==> src/logic/dac_seq_pkg.sv <==
package dac_seq_pkg;
  localparam int NUM_CH     = 32;
  localparam int CODE_W     = 12;
  localparam int WORD_W     = 16;
  // Backplane timer clock in MHz, seen as a tick enable
  localparam int TICK_MHZ   = 16;

  // Least times round up to whole ticks
  function automatic int ceil_ticks(input int ns);
    return (ns * TICK_MHZ + 999) / 1000;
  endfunction

  localparam int SCAN_NORM_NS    = 3400000;
  localparam int SCAN_FAST_NS    = 850000;
  localparam int DAC_SETTLE_NS   = 2000;
  localparam int CONV_SETTLE_NS  = 5000000;
  localparam int TRACK_NS        = 2000;
  localparam int CONVERT_NS      = 13000;
  // Channel slot is a period, so it rounds down
  localparam int SLOT_NORM_TICKS = SCAN_NORM_NS * TICK_MHZ / 1000 / NUM_CH;
  localparam int SLOT_FAST_TICKS = SCAN_FAST_NS * TICK_MHZ / 1000 / NUM_CH;
  localparam int DAC_SET_TICKS   = ceil_ticks(DAC_SETTLE_NS);
  localparam int HOLD_NORM_TICKS = SLOT_NORM_TICKS - DAC_SET_TICKS;
  localparam int HOLD_FAST_TICKS = SLOT_FAST_TICKS - DAC_SET_TICKS;
  localparam int TRACK_TICKS     = ceil_ticks(TRACK_NS);
  localparam int CONVERT_TICKS   = ceil_ticks(CONVERT_NS);

  // Word indices on address lines A06..A01
  localparam logic [5:0] REG_ID_IDX  = 6'h00;
  localparam logic [5:0] REG_CSR_IDX = 6'h01;
  localparam logic [5:0] REG_ADC_IDX = 6'h02;
  localparam int CHAN_BASE_BIT = 5;

  localparam int CSR_CONV_BIT   = 8;
  localparam int CSR_SETTLE_BIT = 9;
  localparam int CSR_FAST_BIT   = 10;
  localparam int CSR_TWOS_BIT   = 11;
  localparam int CSR_SWITCH_BIT = 12;
  localparam int CSR_LED_BIT    = 13;
  localparam int CSR_READY_BIT  = 14;
  localparam logic [11:0] TWOS_FLIP = 12'h800;

  typedef enum logic [1:0] {B_IDLE, B_WAIT, B_ACK} bus_st_t;
  typedef enum logic [1:0] {S_LOAD, S_SETTLE, S_HOLD} seq_st_t;
  typedef enum logic [1:0] {C_IDLE, C_SETTLE, C_TRACK, C_CONVERT} conv_st_t;

  typedef struct packed {
    logic        sel;
    logic        ds0_n;
    logic        ds1_n;
    logic        write_n;
    logic [5:0]  addr;
    logic [15:0] wdata;
  } bus_pins_t;

  typedef struct packed {
    logic fast;
    logic twos;
    logic switch_on;
    logic led;
  } ctl_t;
endpackage

==> src/logic/dac_refresh_loopback_sequencer.sv <==
`timescale 1ns/1ns
module dac_refresh_loopback_sequencer
  import dac_seq_pkg::*;
#(
  parameter logic [15:0] BOARD_ID          = 16'h00a5, // Arbitrary value
  parameter int          CONV_SETTLE_TICKS = ceil_ticks(CONV_SETTLE_NS)
) (
  // Clock and reset
  input  wire logic        clk_i,
  input  wire logic        sys_rst_i,
  // Backplane pins, asynchronous to clk_i
  input  wire logic        sysclk_i,
  input  wire logic        sel_i,
  input  wire logic        ds0_n_i,
  input  wire logic        ds1_n_i,
  input  wire logic        write_n_i,
  input  wire logic [5:0]  addr_i,
  input  wire logic [15:0] d_i,
  output      logic [15:0] d_o,
  output      logic        d_oe_n_o,
  output      logic        dtack_o,
  output      logic        dtack_oe_n_o,
  // Shared DAC and distributor
  output      logic [11:0] dac_code_o,
  output      logic        dac_load_o,
  output      logic [4:0]  dist_sel_o,
  output      logic [3:0]  dist_group_en_o,
  output      logic        dist_en_o,
  // Output switches and front LED
  output      logic        out_switch_o,
  output      logic        led_o,
  // Loopback monitor and ADC
  output      logic [4:0]  mon_chan_o,
  output      logic        adc_track_o,
  output      logic        adc_start_o,
  input  wire logic [11:0] adc_data_i
);

  typedef struct packed {
    bus_pins_t                pin_s1;
    bus_pins_t                pin_s2;
    logic                     clk_s1;
    logic                     clk_s2;
    logic                     clk_s3;
    logic [11:0]              adc_s1;
    logic [11:0]              adc_s2;
    logic [31:0][WORD_W-1:0]  mem;
    bus_st_t                  bus_st;
    logic                     rd;
    logic [15:0]              rdata;
    seq_st_t                  seq_st;
    logic [4:0]               chan;
    logic [10:0]              seq_cnt;
    logic [11:0]              dac_code;
    logic                     dac_load;
    conv_st_t                 conv_st;
    logic [16:0]              conv_cnt;
    logic [4:0]               mon_chan;
    logic                     adc_start;
    logic [11:0]              result;
    logic                     ready;
    ctl_t                     ctl;
  } state_t;

  state_t      cur_ff;
  state_t      nxt_ff;
  bus_pins_t   pins;
  bus_pins_t   p;
  logic        strobe;
  logic        bus_req;
  logic        tick;
  logic        freeze;
  logic        seq_reading;
  logic        host_go;
  logic        conv_go;
  logic        track_next;
  logic [10:0] hold_ticks;
  logic [15:0] status;

  // Byte lanes: DS1 carries D15..D8, DS0 carries D7..D0
  function automatic logic [15:0] merge_bytes(input logic [15:0] old_w,
                                              input logic [15:0] new_w,
                                              input logic        ds0_n,
                                              input logic        ds1_n);
    logic [15:0] w;
    w = old_w;
    if (!ds1_n) begin
      w[15:8] = new_w[15:8];
    end
    if (!ds0_n) begin
      w[7:0] = new_w[7:0];
    end
    return w;
  endfunction

  assign pins    = '{sel: sel_i, ds0_n: ds0_n_i, ds1_n: ds1_n_i,
                     write_n: write_n_i, addr: addr_i, wdata: d_i};
  assign p       = cur_ff.pin_s2;
  assign strobe  = !p.ds0_n || !p.ds1_n;
  assign bus_req = p.sel && strobe;
  assign tick    = cur_ff.clk_s2 && !cur_ff.clk_s3;
  assign freeze  = cur_ff.conv_st inside {C_TRACK, C_CONVERT};
  // Entering track would race a load at the same edge
  assign track_next  = tick && cur_ff.conv_st == C_SETTLE &&
                       cur_ff.conv_cnt == '0;
  assign conv_go     = cur_ff.bus_st == B_IDLE && bus_req && !p.write_n &&
                       p.addr == REG_CSR_IDX && p.wdata[CSR_CONV_BIT] &&
                       p.wdata[CSR_SETTLE_BIT];
  assign seq_reading = cur_ff.seq_st == S_LOAD && !freeze && !track_next;
  assign host_go     = cur_ff.bus_st == B_WAIT && !seq_reading;
  assign hold_ticks  = cur_ff.ctl.fast ? 11'(HOLD_FAST_TICKS - 1)
                                       : 11'(HOLD_NORM_TICKS - 1);

  // Trigger bits read back as busy flags
  always_comb begin
    status                 = '0;
    status[4:0]            = cur_ff.mon_chan;
    status[CSR_CONV_BIT]   = cur_ff.conv_st != C_IDLE;
    status[CSR_SETTLE_BIT] = cur_ff.conv_st inside {C_SETTLE, C_TRACK};
    status[CSR_FAST_BIT]   = cur_ff.ctl.fast;
    status[CSR_TWOS_BIT]   = cur_ff.ctl.twos;
    status[CSR_SWITCH_BIT] = cur_ff.ctl.switch_on;
    status[CSR_LED_BIT]    = cur_ff.ctl.led;
    status[CSR_READY_BIT]  = cur_ff.ready;
  end

  always_comb begin
    nxt_ff           = cur_ff;
    nxt_ff.pin_s1    = pins;
    nxt_ff.pin_s2    = cur_ff.pin_s1;
    nxt_ff.clk_s1    = sysclk_i;
    nxt_ff.clk_s2    = cur_ff.clk_s1;
    nxt_ff.clk_s3    = cur_ff.clk_s2;
    nxt_ff.adc_s1    = adc_data_i;
    nxt_ff.adc_s2    = cur_ff.adc_s1;
    nxt_ff.dac_load  = 1'b0;
    nxt_ff.adc_start = 1'b0;

    unique case (cur_ff.bus_st)
      B_IDLE: begin
        if (bus_req) begin
          nxt_ff.rd = p.write_n;
          if (p.addr[CHAN_BASE_BIT]) begin
            nxt_ff.bus_st = B_WAIT;
          end else begin
            nxt_ff.bus_st = B_ACK;
            nxt_ff.rdata  = '0;
            if (p.write_n) begin
              unique case (p.addr)
                REG_ID_IDX:  nxt_ff.rdata = BOARD_ID;
                REG_CSR_IDX: nxt_ff.rdata = status;
                REG_ADC_IDX: begin
                  nxt_ff.rdata = {4'h0, cur_ff.result};
                  nxt_ff.ready = 1'b0;
                end
                default:     nxt_ff.rdata = '0;
              endcase
            end else if (p.addr == REG_CSR_IDX) begin
              nxt_ff.ctl.fast      = p.wdata[CSR_FAST_BIT];
              nxt_ff.ctl.twos      = p.wdata[CSR_TWOS_BIT];
              nxt_ff.ctl.switch_on = p.wdata[CSR_SWITCH_BIT];
              nxt_ff.ctl.led       = p.wdata[CSR_LED_BIT];
            end
          end
        end
      end
      B_WAIT: begin
        if (host_go) begin
          nxt_ff.bus_st = B_ACK;
          if (cur_ff.rd) begin
            nxt_ff.rdata = cur_ff.mem[p.addr[4:0]];
          end else begin
            nxt_ff.mem[p.addr[4:0]] = merge_bytes(cur_ff.mem[p.addr[4:0]],
                                                  p.wdata, p.ds0_n, p.ds1_n);
          end
        end
      end
      B_ACK: begin
        if (!strobe) begin
          nxt_ff.bus_st = B_IDLE;
        end
      end
      default: nxt_ff.bus_st = B_IDLE;
    endcase

    if (!freeze && !track_next) begin
      unique case (cur_ff.seq_st)
        S_LOAD: begin
          nxt_ff.dac_code = cur_ff.mem[cur_ff.chan][CODE_W-1:0];
          nxt_ff.dac_load = 1'b1;
          nxt_ff.seq_cnt  = 11'(DAC_SET_TICKS - 1);
          nxt_ff.seq_st   = S_SETTLE;
        end
        S_SETTLE: begin
          if (tick) begin
            if (cur_ff.seq_cnt == '0) begin
              nxt_ff.seq_st  = S_HOLD;
              nxt_ff.seq_cnt = hold_ticks;
            end else begin
              nxt_ff.seq_cnt = cur_ff.seq_cnt - 11'h001;
            end
          end
        end
        S_HOLD: begin
          if (tick) begin
            if (cur_ff.seq_cnt == '0) begin
              // Five-bit counter wraps 31 to 0
              nxt_ff.chan   = cur_ff.chan + 5'h01;
              nxt_ff.seq_st = S_LOAD;
            end else begin
              nxt_ff.seq_cnt = cur_ff.seq_cnt - 11'h001;
            end
          end
        end
        default: nxt_ff.seq_st = S_LOAD;
      endcase
    end

    if (conv_go) begin
      // A restart wins over a phase change in the same cycle
      nxt_ff.conv_st  = C_SETTLE;
      nxt_ff.conv_cnt = 17'(CONV_SETTLE_TICKS - 1);
      nxt_ff.mon_chan = p.wdata[4:0];
      nxt_ff.ready    = 1'b0;
    end else if (tick && cur_ff.conv_st != C_IDLE) begin
      if (cur_ff.conv_cnt != '0) begin
        nxt_ff.conv_cnt = cur_ff.conv_cnt - 17'h00001;
      end else begin
        unique case (cur_ff.conv_st)
          C_SETTLE: begin
            nxt_ff.conv_st  = C_TRACK;
            nxt_ff.conv_cnt = 17'(TRACK_TICKS - 1);
          end
          C_TRACK: begin
            nxt_ff.conv_st   = C_CONVERT;
            nxt_ff.conv_cnt  = 17'(CONVERT_TICKS - 1);
            nxt_ff.adc_start = 1'b1;
          end
          C_CONVERT: begin
            nxt_ff.conv_st = C_IDLE;
            nxt_ff.result  = cur_ff.adc_s2 ^
                             (cur_ff.ctl.twos ? TWOS_FLIP : 12'h000);
            // Set wins over a read clear
            nxt_ff.ready   = 1'b1;
          end
          default: nxt_ff.conv_st = C_IDLE;
        endcase
      end
    end
  end

  // System reset clears timers and flags
  always_ff @(posedge clk_i) begin
    if (sys_rst_i) begin
      cur_ff <= '0;
    end else begin
      cur_ff <= nxt_ff;
    end
  end

  assign d_o             = cur_ff.rdata;
  assign d_oe_n_o        = !(cur_ff.bus_st == B_ACK && cur_ff.rd);
  assign dtack_o         = 1'b0;
  assign dtack_oe_n_o    = cur_ff.bus_st != B_ACK;
  assign dac_code_o      = cur_ff.dac_code;
  assign dac_load_o      = cur_ff.dac_load;
  // Same five bits select the hold stage
  assign dist_sel_o      = cur_ff.chan;
  // Demux enabled only in the hold interval
  assign dist_en_o       = cur_ff.seq_st == S_HOLD && !freeze;
  assign dist_group_en_o = dist_en_o ? 4'(4'h1 << cur_ff.chan[4:3]) : 4'h0;
  assign out_switch_o    = cur_ff.ctl.switch_on;
  assign led_o           = cur_ff.ctl.led;
  assign mon_chan_o      = cur_ff.mon_chan;
  assign adc_track_o     = cur_ff.conv_st == C_TRACK;
  assign adc_start_o     = cur_ff.adc_start;
endmodule // dac_refresh_loopback_sequencer

==> config.mk <==
export PLATFORM = sky130hd
export DESIGN_NAME = dac_refresh_loopback_sequencer
export DESIGN_NICKNAME = d
export VERILOG_FILES = /design/src/logic/dac_seq_pkg.sv /design/src/logic/dac_refresh_loopback_sequencer.sv
export SDC_FILE = /design/constraint.sdc
export NUM_CORES = 1
export LEC_CHECK = 0
export BUFFER_PORTS_ARGS = -buffer_cell sky130_fd_sc_hd__buf_2
export CAP_MARGIN = 20
export CELL_PAD_IN_SITES_DETAIL_PLACEMENT = 0
export CELL_PAD_IN_SITES_GLOBAL_PLACEMENT = 1
export CORE_UTILIZATION = 54
export CTS_CLUSTER_DIAMETER = 80
export DETAILED_ROUTE_END_ITERATION = 8
export PLACE_DENSITY = 0.95
export SKIP_CTS_REPAIR_TIMING = 1
export SLEW_MARGIN = 10
export SYNTH_ARGS = -nofsm -noshare
export SYNTH_HDL_FRONTEND = slang
export SYNTH_SLANG_ARGS = --single-unit
==> constraint.sdc <==
create_clock -name clk_i -period 4.8 [get_ports clk_i]
set_input_delay 1.44 -clock clk_i [delete_from_list [all_inputs] [get_ports clk_i]]
set_output_delay 1.44 -clock clk_i [all_outputs]
set_load 0.02 [all_outputs]
* After elaboration in Yosys (flattened, before gate mapping) *
Cells that the tools add are included.

operators by class
  shifts and indexed selects = 1
  multiply operators = 0
  add/sub/neg operators = 3
  reduce and logical (&&, ||, !) cells = 57
  magnitude comparators = 3
  muxes and demuxes = 56
  eq/ne operators = 21
  divide/modulo/power cells = 0
  bitwise logic cells = 8

operators by type and width
  cell                   count
  $bwmux 512             1
  $bmux 16 s5            2
  $mux 16                6
  $demux 16 s5           1
  $mux 8                 8
  $mux 18                3
  $pmux 15 s3            1
  $mux 11                4
  $pmux 17 s2            1
  $pmux 11 s3            1
  $pmux 16 s2            1
  $mux 12                2
  $ne 2x2->1 const B     12
  $reduce_and 5->1       4
  $mux 19                1
  $logic_and 1x1->1      17
  $logic_not 17->1       1
  $mux 17                1
  $reduce_bool 17->1     1
  $sub 17x1->17 const B  1
  $mux 5                 3
  $lt 5x6->1 const B     2
  $mux 4                 3
  $pmux 2 s3             2
  other kinds (27)       70

storage, ports and cells
  bits in writable memories = 0
  logic and storage cells = 218
  latch bits = 0
  register bits = 683
  memory bits (read-only) = 0
  memories kept = 0
  input bits = 41

* Logic depth before layout (Yosys ltp) *
Gate-level depths: netlist (run 1).

  depth in word-level cells = 11
  gate-level depth with buffers = 10

* Worst setup path before layout (run 1) *
OpenSTA, ideal clock, no wires.

  path kind = register -> output
  from = register cur_ff[40] (netlist bit)
  to = output port dist_group_en_o[2]
  stages on the path, launching flop included = 6
  buffers on the path = 0
  slack = 1699 ps
  arrival = 1661 ps
  data required time = 3360 ps
  cell sequence = dfxtp_1 > inv_1 > ha_1 > nor2_1 > nand2_1 > nor3_1

on the way
  word-level cells in the longest chain between the ends = 5

RTL lines
  what                    RTL line                               RTL
  from (decl)             dac_refresh_loopback_sequencer.sv:65   state_t cur_ff;
  from (signal assigned)  dac_refresh_loopback_sequencer.sv:257  cur_ff <= nxt_ff;
  $eq 2x2->1              --
  net adc_track_o         dac_refresh_loopback_sequencer.sv:34   output logic adc_track_o,
  $reduce_bool 2->1       dac_refresh_loopback_sequencer.sv:102  assign freeze = cur_ff.conv_st inside {C_TRACK, C_CONVERT};
  $logic_not 1->1         dac_refresh_loopback_sequencer.sv:270  assign dist_en_o = cur_ff.seq_st == S_HOLD && !freeze;
  $logic_and 1x1->1       dac_refresh_loopback_sequencer.sv:270
  $mux 4                  dac_refresh_loopback_sequencer.sv:271  assign dist_group_en_o = dist_en_o ? 4'(4'h1 << cur_ff.chan[4:3]) : 4'h0;
  to (decl)               dac_refresh_loopback_sequencer.sv:27   output logic [3:0] dist_group_en_o,

The timed path passes the listed nets, and every way through them passes these cells.

* Final worst setup path (run 1) *
  from = register cur_ff[650] (netlist bit)
  to = register cur_ff[371] (netlist bit)

on the way
  word-level cells in the longest chain between the ends = 7

RTL lines
  what                           RTL line                               RTL
  $bmux 16 s5                    dac_refresh_loopback_sequencer.sv:173  nxt_ff.mem[p.addr[4:0]] = merge_bytes(cur_ff.mem[p.addr[4:0]],
  $mux 16 (implied by the code)  dac_refresh_loopback_sequencer.sv:173
  $mux 8                         dac_refresh_loopback_sequencer.sv:90   if (!ds0_n) begin
  $mux 8                         dac_refresh_loopback_sequencer.sv:170  if (cur_ff.rd) begin
  $mux 8                         dac_refresh_loopback_sequencer.sv:168  if (host_go) begin
  $mux 8                         dac_refresh_loopback_sequencer.sv:139  unique case (cur_ff.bus_st)
  $bwmux 512 (*)                 dac_refresh_loopback_sequencer.sv:173

Mark *: on every way between the ends. The rest lies on a longest branch, timed or not. The select of a mux whose other input is x is not followed.
A chain may end at the register's enable or synchronous reset.

==> metrics.yaml, run 1 <==
outcome:
  outcome: "finished clean"
setup_path:
  setup.worst_path.start_class: "register"
  crit_arrival_ns: 5.11
  rr_endpoint: "cur_ff[371]"
  critPathMaxFanout: 32
  r2r_start: "cur_ff[650]"
  slowest_stage: "nand4bb_1"
  crit_chain: "nand4bb_1, buf_4, o22ai_1, nor4_1, buf_4, a311oi_4, buf_12, a22o_1"
  crit_top_cell: "buf_4"
  worstRegToRegCells: 8
  cp.required_ns: 5.35
  slowest_delay_ns: 1.17
  worstSetupPathType: "register to register"
  crit_path_end_kind: "register"
  r2r_slack_ns: 0.24
drt:
  drt_iter0_markers: 3736
  vias_per_cell: 7.37
  post_drt_wl_per_cell_um: 34.4
  wirelength_um: 129000
  first_pass_iters: 6
  drcViolationCount: 0
  detail-route-antenna-nets: 0
  vias: 27700
timing:
  maxSlewHeadroom: 0.0986
  period_needed_ns: 4.56
  rsz0062_at_grt: "false"
  tns_ns: 0
  maxSlewViolCount: 0
  clock.fmax_mhz: 219
  setup_violations: 0
  skew_ns: 0.0280
  finalCritPeriodShare: 0.950
  worstMarginPinSlew_ns: 1.32
  hold_viol: 0
grt:
  antenna_found_initial: 3
  grt_max_degree: 90
  track_usage: 0.427
  grt_pass1_vias: 25800
  grt_pass1_wl_um: 185000
  overflow: 0
clocking:
  cts_tree: "done"
  h-tree-depth: 3
  clk_pin_slew_ns: 0.07
  clock_path_buffers: 3
  cts_buffers: 74
  clock_sinks: 683
  cts-root-buf: "clkbuf_16"
  clk_latency_ns: 0.63
min_path:
  min_delay_path_depth: 1
  hp-start: "cur_ff[619]"
  hp-class: "register to register"
  holdPathEnd: "cur_ff[607]"
placed_design:
  dp_hpwl_um: 87800
  placed_area_sq_um: 32500
  placed_cells: 3620
  port-buffer-count: 90
  gp_congestion: 1.05
power_and_ir_drop:
  peakVddDrop_mv: 0.327
  total_power_w: 0.0131
  p_per_area_nw_per_um2: 373
  p_leak_nw: 12.2
synth:
  synth-edff-count: 0
  ys_seq_elements: 683
  synth_fp_nets: 3020
  ys_seq_area_frac: 0.436
  ys_async_sr_fraction: 0
  synth_top_area_cell: "dfxtp_1"
  yosysWarnings: 0
  synth_most_common_cell: "dfxtp_1"
  yosys-top-cells-area: "dfxtp_1 44%, a22o_1 14%, mux2i_1 10%, mux4_2 4.0%, o22ai_1 2.8%"
  synthesis.area_sq_um: 31300
  avgSynthCellArea_sq_um: 10.6
  ys_top_cells_by_count: "683 x dfxtp_1, 512 x a22o_1, 313 x mux2i_1"
  yosys_most_used_dff: "dfxtp_1"
  synthCells: 2965
  yosysUniqueCellTypes: 74
  yosysTopAreaCellShare: 0.436
floorplanning:
  start_util: 0.551
  dieArea_sq_um: 59000
  coreArea_sq_um: 56800
  fp.dieH_um: 243
  die_w_um: 243
  num_io_pins: 92
  rows: 87
final_layout:
  drive_gt1_frac: 0.175
  synthToLayoutAreaGrowth_pct: 11.7
  stdcell_area_sq_um: 35000
  fin_nets: 2998
  final_cells: 3754
run:
  maxCapViolCount: 0
-- cells by family after synthesis --
family / Yosys count / share of synthesized area
and+or+nand+nor: 493 / 0.0949
muxes: 401 / 0.151
DFF: 683 / 0.436
xor gates and xnor gates: 7 / 0.00196
adders and majority gates: 14 / 0.00559
AOI/OAI and AO/OA: 993 / 0.250
other: 1 / 0.000120
buffers and inverters: 373 / 0.0599
-- worst max path at each step --
stage               cells after the start         from                 end  slack, ns
floorplan                               5   cur_ff[40]  dist_group_en_o[2]       1.70
global placement                        8  cur_ff[649]         cur_ff[339]       0.59
detailed placement                      8  cur_ff[649]         cur_ff[371]       0.48
CTS                                     8  cur_ff[649]         cur_ff[371]       0.43
global route                            7  cur_ff[649]         cur_ff[333]       0.31
finish                                  8  cur_ff[650]         cur_ff[371]       0.24
-- layout by cell type (no fill, tap or decap), types with 18 or more instances in the layout --
cell	instances
buf_4	146
nand2_1	66
clkbuf_1	18
o22ai_1	140
nor2b_1	115
a211oi_1	44
a311oi_1	31
dfxtp_1	678
a22o_1	512
buf_2	90
nor4_1	41
inv_1	26
and2_1	18
mux2i_1	313
o21ai_0	37
mux2_2	33
nor2_1	82
a21oi_1	96
nand3_1	31
nor3_1	33
mux4_2	55
clkbuf_16	77
-- layout make-up --
type | count | area (sq um)
clock buffer | 109 | 2190
inverter | 26 | 97.6
sequential | 683 | 13700
tap | 756 | 946
clock inverter | 21 | 287
fill | 4650 | 21800
antenna | 1 | 2.50
timing repair buffer | 249 | 1800
multi-input combinational | 1909 | 16000
-- state kept, by name (all words and copies together) (netlist names) --
signal	flops
d_o	16
dist_sel_o	5
led_o	1
dac_code_o	12
out_switch_o	1
mon_chan_o	5
cur_ff	641
adc_start_o	1
dac_load_o	1
-- worst max-delay path, delay by kind of cell (launching register included) --
family,cells,cell delay (ns)
DFF,1,0.96
and+or+nand+nor,2,1.42
AOI/OAI and AO/OA,3,1.00
buffers and inverters,3,1.05
-- stage by stage --
stage,hold WS [ns],setup WS [ns],utilization
6_report,0.427,0.240,0.616
3_3_place_gp,0.421,0.588,0.571
4_1_cts,0.433,0.429,0.615
5_1_grt,0.449,0.309,0.616
3_5_place_dp,0.421,0.480,0.571
2_1_floorplan,0.414,1.70,-
-- report_power, final --
group,switching [W],internal [W],leakage (nW)
Combinational,0.000920,0.000372,5.49
Sequential,0.0000883,0.00576,5.52
Clock,0.00243,0.00348,1.21
-- layer usage --
layer	track usage	part of all wire	vias up
li1	-	-	11400
met1	0.560	0.38	13700
met2	0.620	0.42	2155
met3	0.120	0.13	473
met4	0.260	0.073	2
met5	0	0.000062	-
No activity file was read; power rests on OpenSTA's default activity.
==> run 2: changes to the inputs <==
ABC_AREA = 1   (was not set)
CORE_UTILIZATION = 48   (was 54)
==> run 2 against run 1 <==
  * Clock power fell by 1%
  * Sequential share of layout area fell by 7.7 points
  * First-iteration DRC count up 37%
  * Global-route usage shrank 8.9 points
  * Largest cell class unchanged
  * Die area increased by 46%
==> metrics.yaml, run 2 <==
outcome:
  outcome: "finished clean"
drt:
  detail-route-antenna-nets: 0  # unchanged
  drt_iter0_markers: 5117  # +37%
  vias_per_cell: 5.18  # -30%
  drcViolationCount: 0  # unchanged
  first_pass_iters: 6  # unchanged
  wirelength_um: 149000  # +15%
  vias: 41600  # +50%
  post_drt_wl_per_cell_um: 18.5  # -46%
timing:
  finalCritPeriodShare: 0.781  # -0.169
  period_needed_ns: 3.75  # -0.812 ns
  clock.fmax_mhz: 267  # +22%
  rsz0062_at_grt: "false"
  skew_ns: 0.0279  # -0.000145 ns
  maxSlewViolCount: 0  # unchanged
  worstMarginPinSlew_ns: 1.17  # -0.148 ns
  tns_ns: 0  # unchanged
  setup_violations: 0  # unchanged
  hold_viol: 0  # unchanged
  maxSlewHeadroom: 0.219  # +0.121
final_layout:
  fin_nets: 6894  # +130%
  final_cells: 8030  # +110%
  top_register: "cur_ff"
  final_common_cell: "nand2_1"
  synthToLayoutAreaGrowth_pct: 6.90
  layout_common_cells: "2497 x nand2_1, 1218 x inv_1, 719 x nor2_1, 700 x nand3_1, 678 x dfxtp_1"
  drive_gt1_frac: 0.0589  # -0.116
  num_antenna_cells: 0  # -1
  largest_reg_flops: 641  # unchanged
synth:
  avgSynthCellArea_sq_um: 5.78  # -45%
  synth-edff-count: 0  # unchanged
  yosysUniqueCellTypes: 39  # -47%
  yosysWarnings: 0  # unchanged
  synthesis.area_sq_um: 40700  # +30%
  synth_most_common_cell: "nand2_1"
  yosys_most_used_dff: "dfxtp_1"
  yosys-top-cells-area: "dfxtp_1 34%, nand2_1 23%, inv_1 11%, nand3_1 8.6%, nor2_1 6.6%"
  yosysTopAreaCellShare: 0.336  # -0.101
  ys_async_sr_fraction: 0  # unchanged
  ys_seq_elements: 683  # unchanged
  synth_top_area_cell: "dfxtp_1"
  synthCells: 7041  # +140%
  ys_seq_area_frac: 0.336  # -0.101
  ys_top_cells_by_count: "2497 x nand2_1, 1221 x inv_1, 721 x nor2_1"
  synth_fp_nets: 7096  # +130%
setup_path:
  rr_endpoint: "cur_ff[329]"
  critPathMaxFanout: 4  # -88%
  worstSetupPathType: "register to output pin"
  crit_path_end_kind: "output pin"
  worstRegToRegCells: 15  # +7
  setup.worst_path.start_class: "register"
  cp.required_ns: 3.36  # -1.99 ns
  r2r_slack_ns: 1.14  # +0.90 ns
  crit_arrival_ns: 2.31  # -2.80 ns
  r2r_start: "cur_ff[647]"
grt:
  antenna_found_initial: 4  # +1
  overflow: 0  # unchanged
  grt_pass1_vias: 37300  # +45%
  grt_pass1_wl_um: 224000  # +21%
  track_usage: 0.338  # -0.0887
  grt_max_degree: 146  # +62%
floorplanning:
  fp.dieH_um: 293  # +21%
  dieArea_sq_um: 86000  # +46%
  coreArea_sq_um: 83800  # +48%
  die_w_um: 293  # +21%
  start_util: 0.486  # -0.0655
  num_io_pins: 92  # unchanged
  rows: 106  # +22%
clocking:
  cts-root-buf: "clkbuf_16"
  h-tree-depth: 3  # unchanged
  cts_tree: "done"
  clock_path_buffers: 3  # unchanged
  clk_latency_ns: 0.64  # about the same
  cts_buffers: 78  # +5.4%
  clock_sinks: 683  # unchanged
  clk_pin_slew_ns: 0.06  # about the same
placed_design:
  placed_cells: 7891  # +120%
  gp_congestion: 1.00  # -4.6%
  dp_hpwl_um: 92200  # +5.0%
  port-buffer-count: 90  # unchanged
min_path:
  holdPathEnd: "cur_ff[631]"
  hp-class: "register to register"
  hp-start: "cur_ff[657]"
  min_delay_path_depth: 2  # +1
power_and_ir_drop:
  peakVddDrop_mv: 0.308  # -6.0%
  p_leak_nw: 22.0  # +80%
  p_per_area_nw_per_um2: 297  # -20%
run:
  maxCapViolCount: 0  # unchanged
-- run 2: cell count changes after synthesis, moves of 41 or more --
cell	delta
nor4_1	-41
inv_1	+1195
nor2b_1	-115
mux4_2	-55
nand2_1	+2431
a21oi_1	+173
a211oi_1	-43
o21ai_0	+259
o22ai_1	-133
nand3_1	+669
mux2i_1	-313
buf_1	+88
nor2_1	+639
a22o_1	-512
-- run 2: layer usage --
metal / vias up / global-route usage / wire (um)
met2: 2188 / 0.511 / 62700
met3: 364 / 0.0646 / 17000
met1: 18500 / 0.454 / 60500
li1: 20500 / - / -
met5: - / 0 / 46
met4: 6 / 0.182 / 8200
-- run 2: worst max-delay path by stage --
stage	startpoint	to	slack, ns	depth (start not counted)
6_report	cur_ff[40]	dist_group_en_o[1]	1.05	8
3_3_place_gp	cur_ff[647]	cur_ff[506]	1.37	15
2_1_floorplan	cur_ff[40]	dist_group_en_o[0]	1.43	7
5_1_grt	cur_ff[40]	dist_group_en_o[0]	0.87	8
3_5_place_dp	cur_ff[647]	cur_ff[601]	1.29	15
4_1_cts	cur_ff[40]	dist_group_en_o[1]	1.04	8
-- run 2: logic make-up after synthesis --
family,Yosys count,share of synthesized area
xor+xnor,13,0.00280
other cells,1,0.0000921
flops,683,0.336
simple gates,3999,0.407
compound gates,602,0.0745
buf+inv,1729,0.176
fa+ha+maj,14,0.00430
-- run 2: per-stage QoR --
stage	total power, W	hold WS (ns)	utilization	cell area, sq um	setup WS [ns]
global placement	0.00718	0.393	0.490	41100	1.37
detailed placement	0.00720	0.394	0.490	41100	1.29
CTS	0.0130	0.402	0.519	43500	1.04
floorplan	0.00688	0.388	-	40700	1.43
global route	0.0133	0.409	0.519	43500	0.868
finish	0.0129	0.396	0.519	43500	1.05
-- run 2: critical path: stages (launching register included) --
cell and delay [ns]:
dfxtp_1 0.37, inv_1 0.10, ha_1 0.26, nor2_1 0.23, inv_1 0.09, nor2_1 0.19
inv_1 0.12, nor3_1 0.14, buf_2 0.19
-- run 2: final cells by class --
class | count | area (sq um)
tap | 1134 | 1420
timing repair buffer | 187 | 1320
multi-input combinational | 4629 | 19900
clock inverter | 21 | 144
clock buffer | 116 | 2280
inverter | 1260 | 4750
sequential | 683 | 13700
fill | 8733 | 40300
-- run 2: report_power, final --
| group | switching (W) | total (W) | internal [W] |
|---|---|---|---|
| logic | 0.000903 | 0.00125 | 0.000343 |
| registers | 0.0000801 | 0.00586 | 0.00578 |
| clock network | 0.00255 | 0.00584 | 0.00329 |
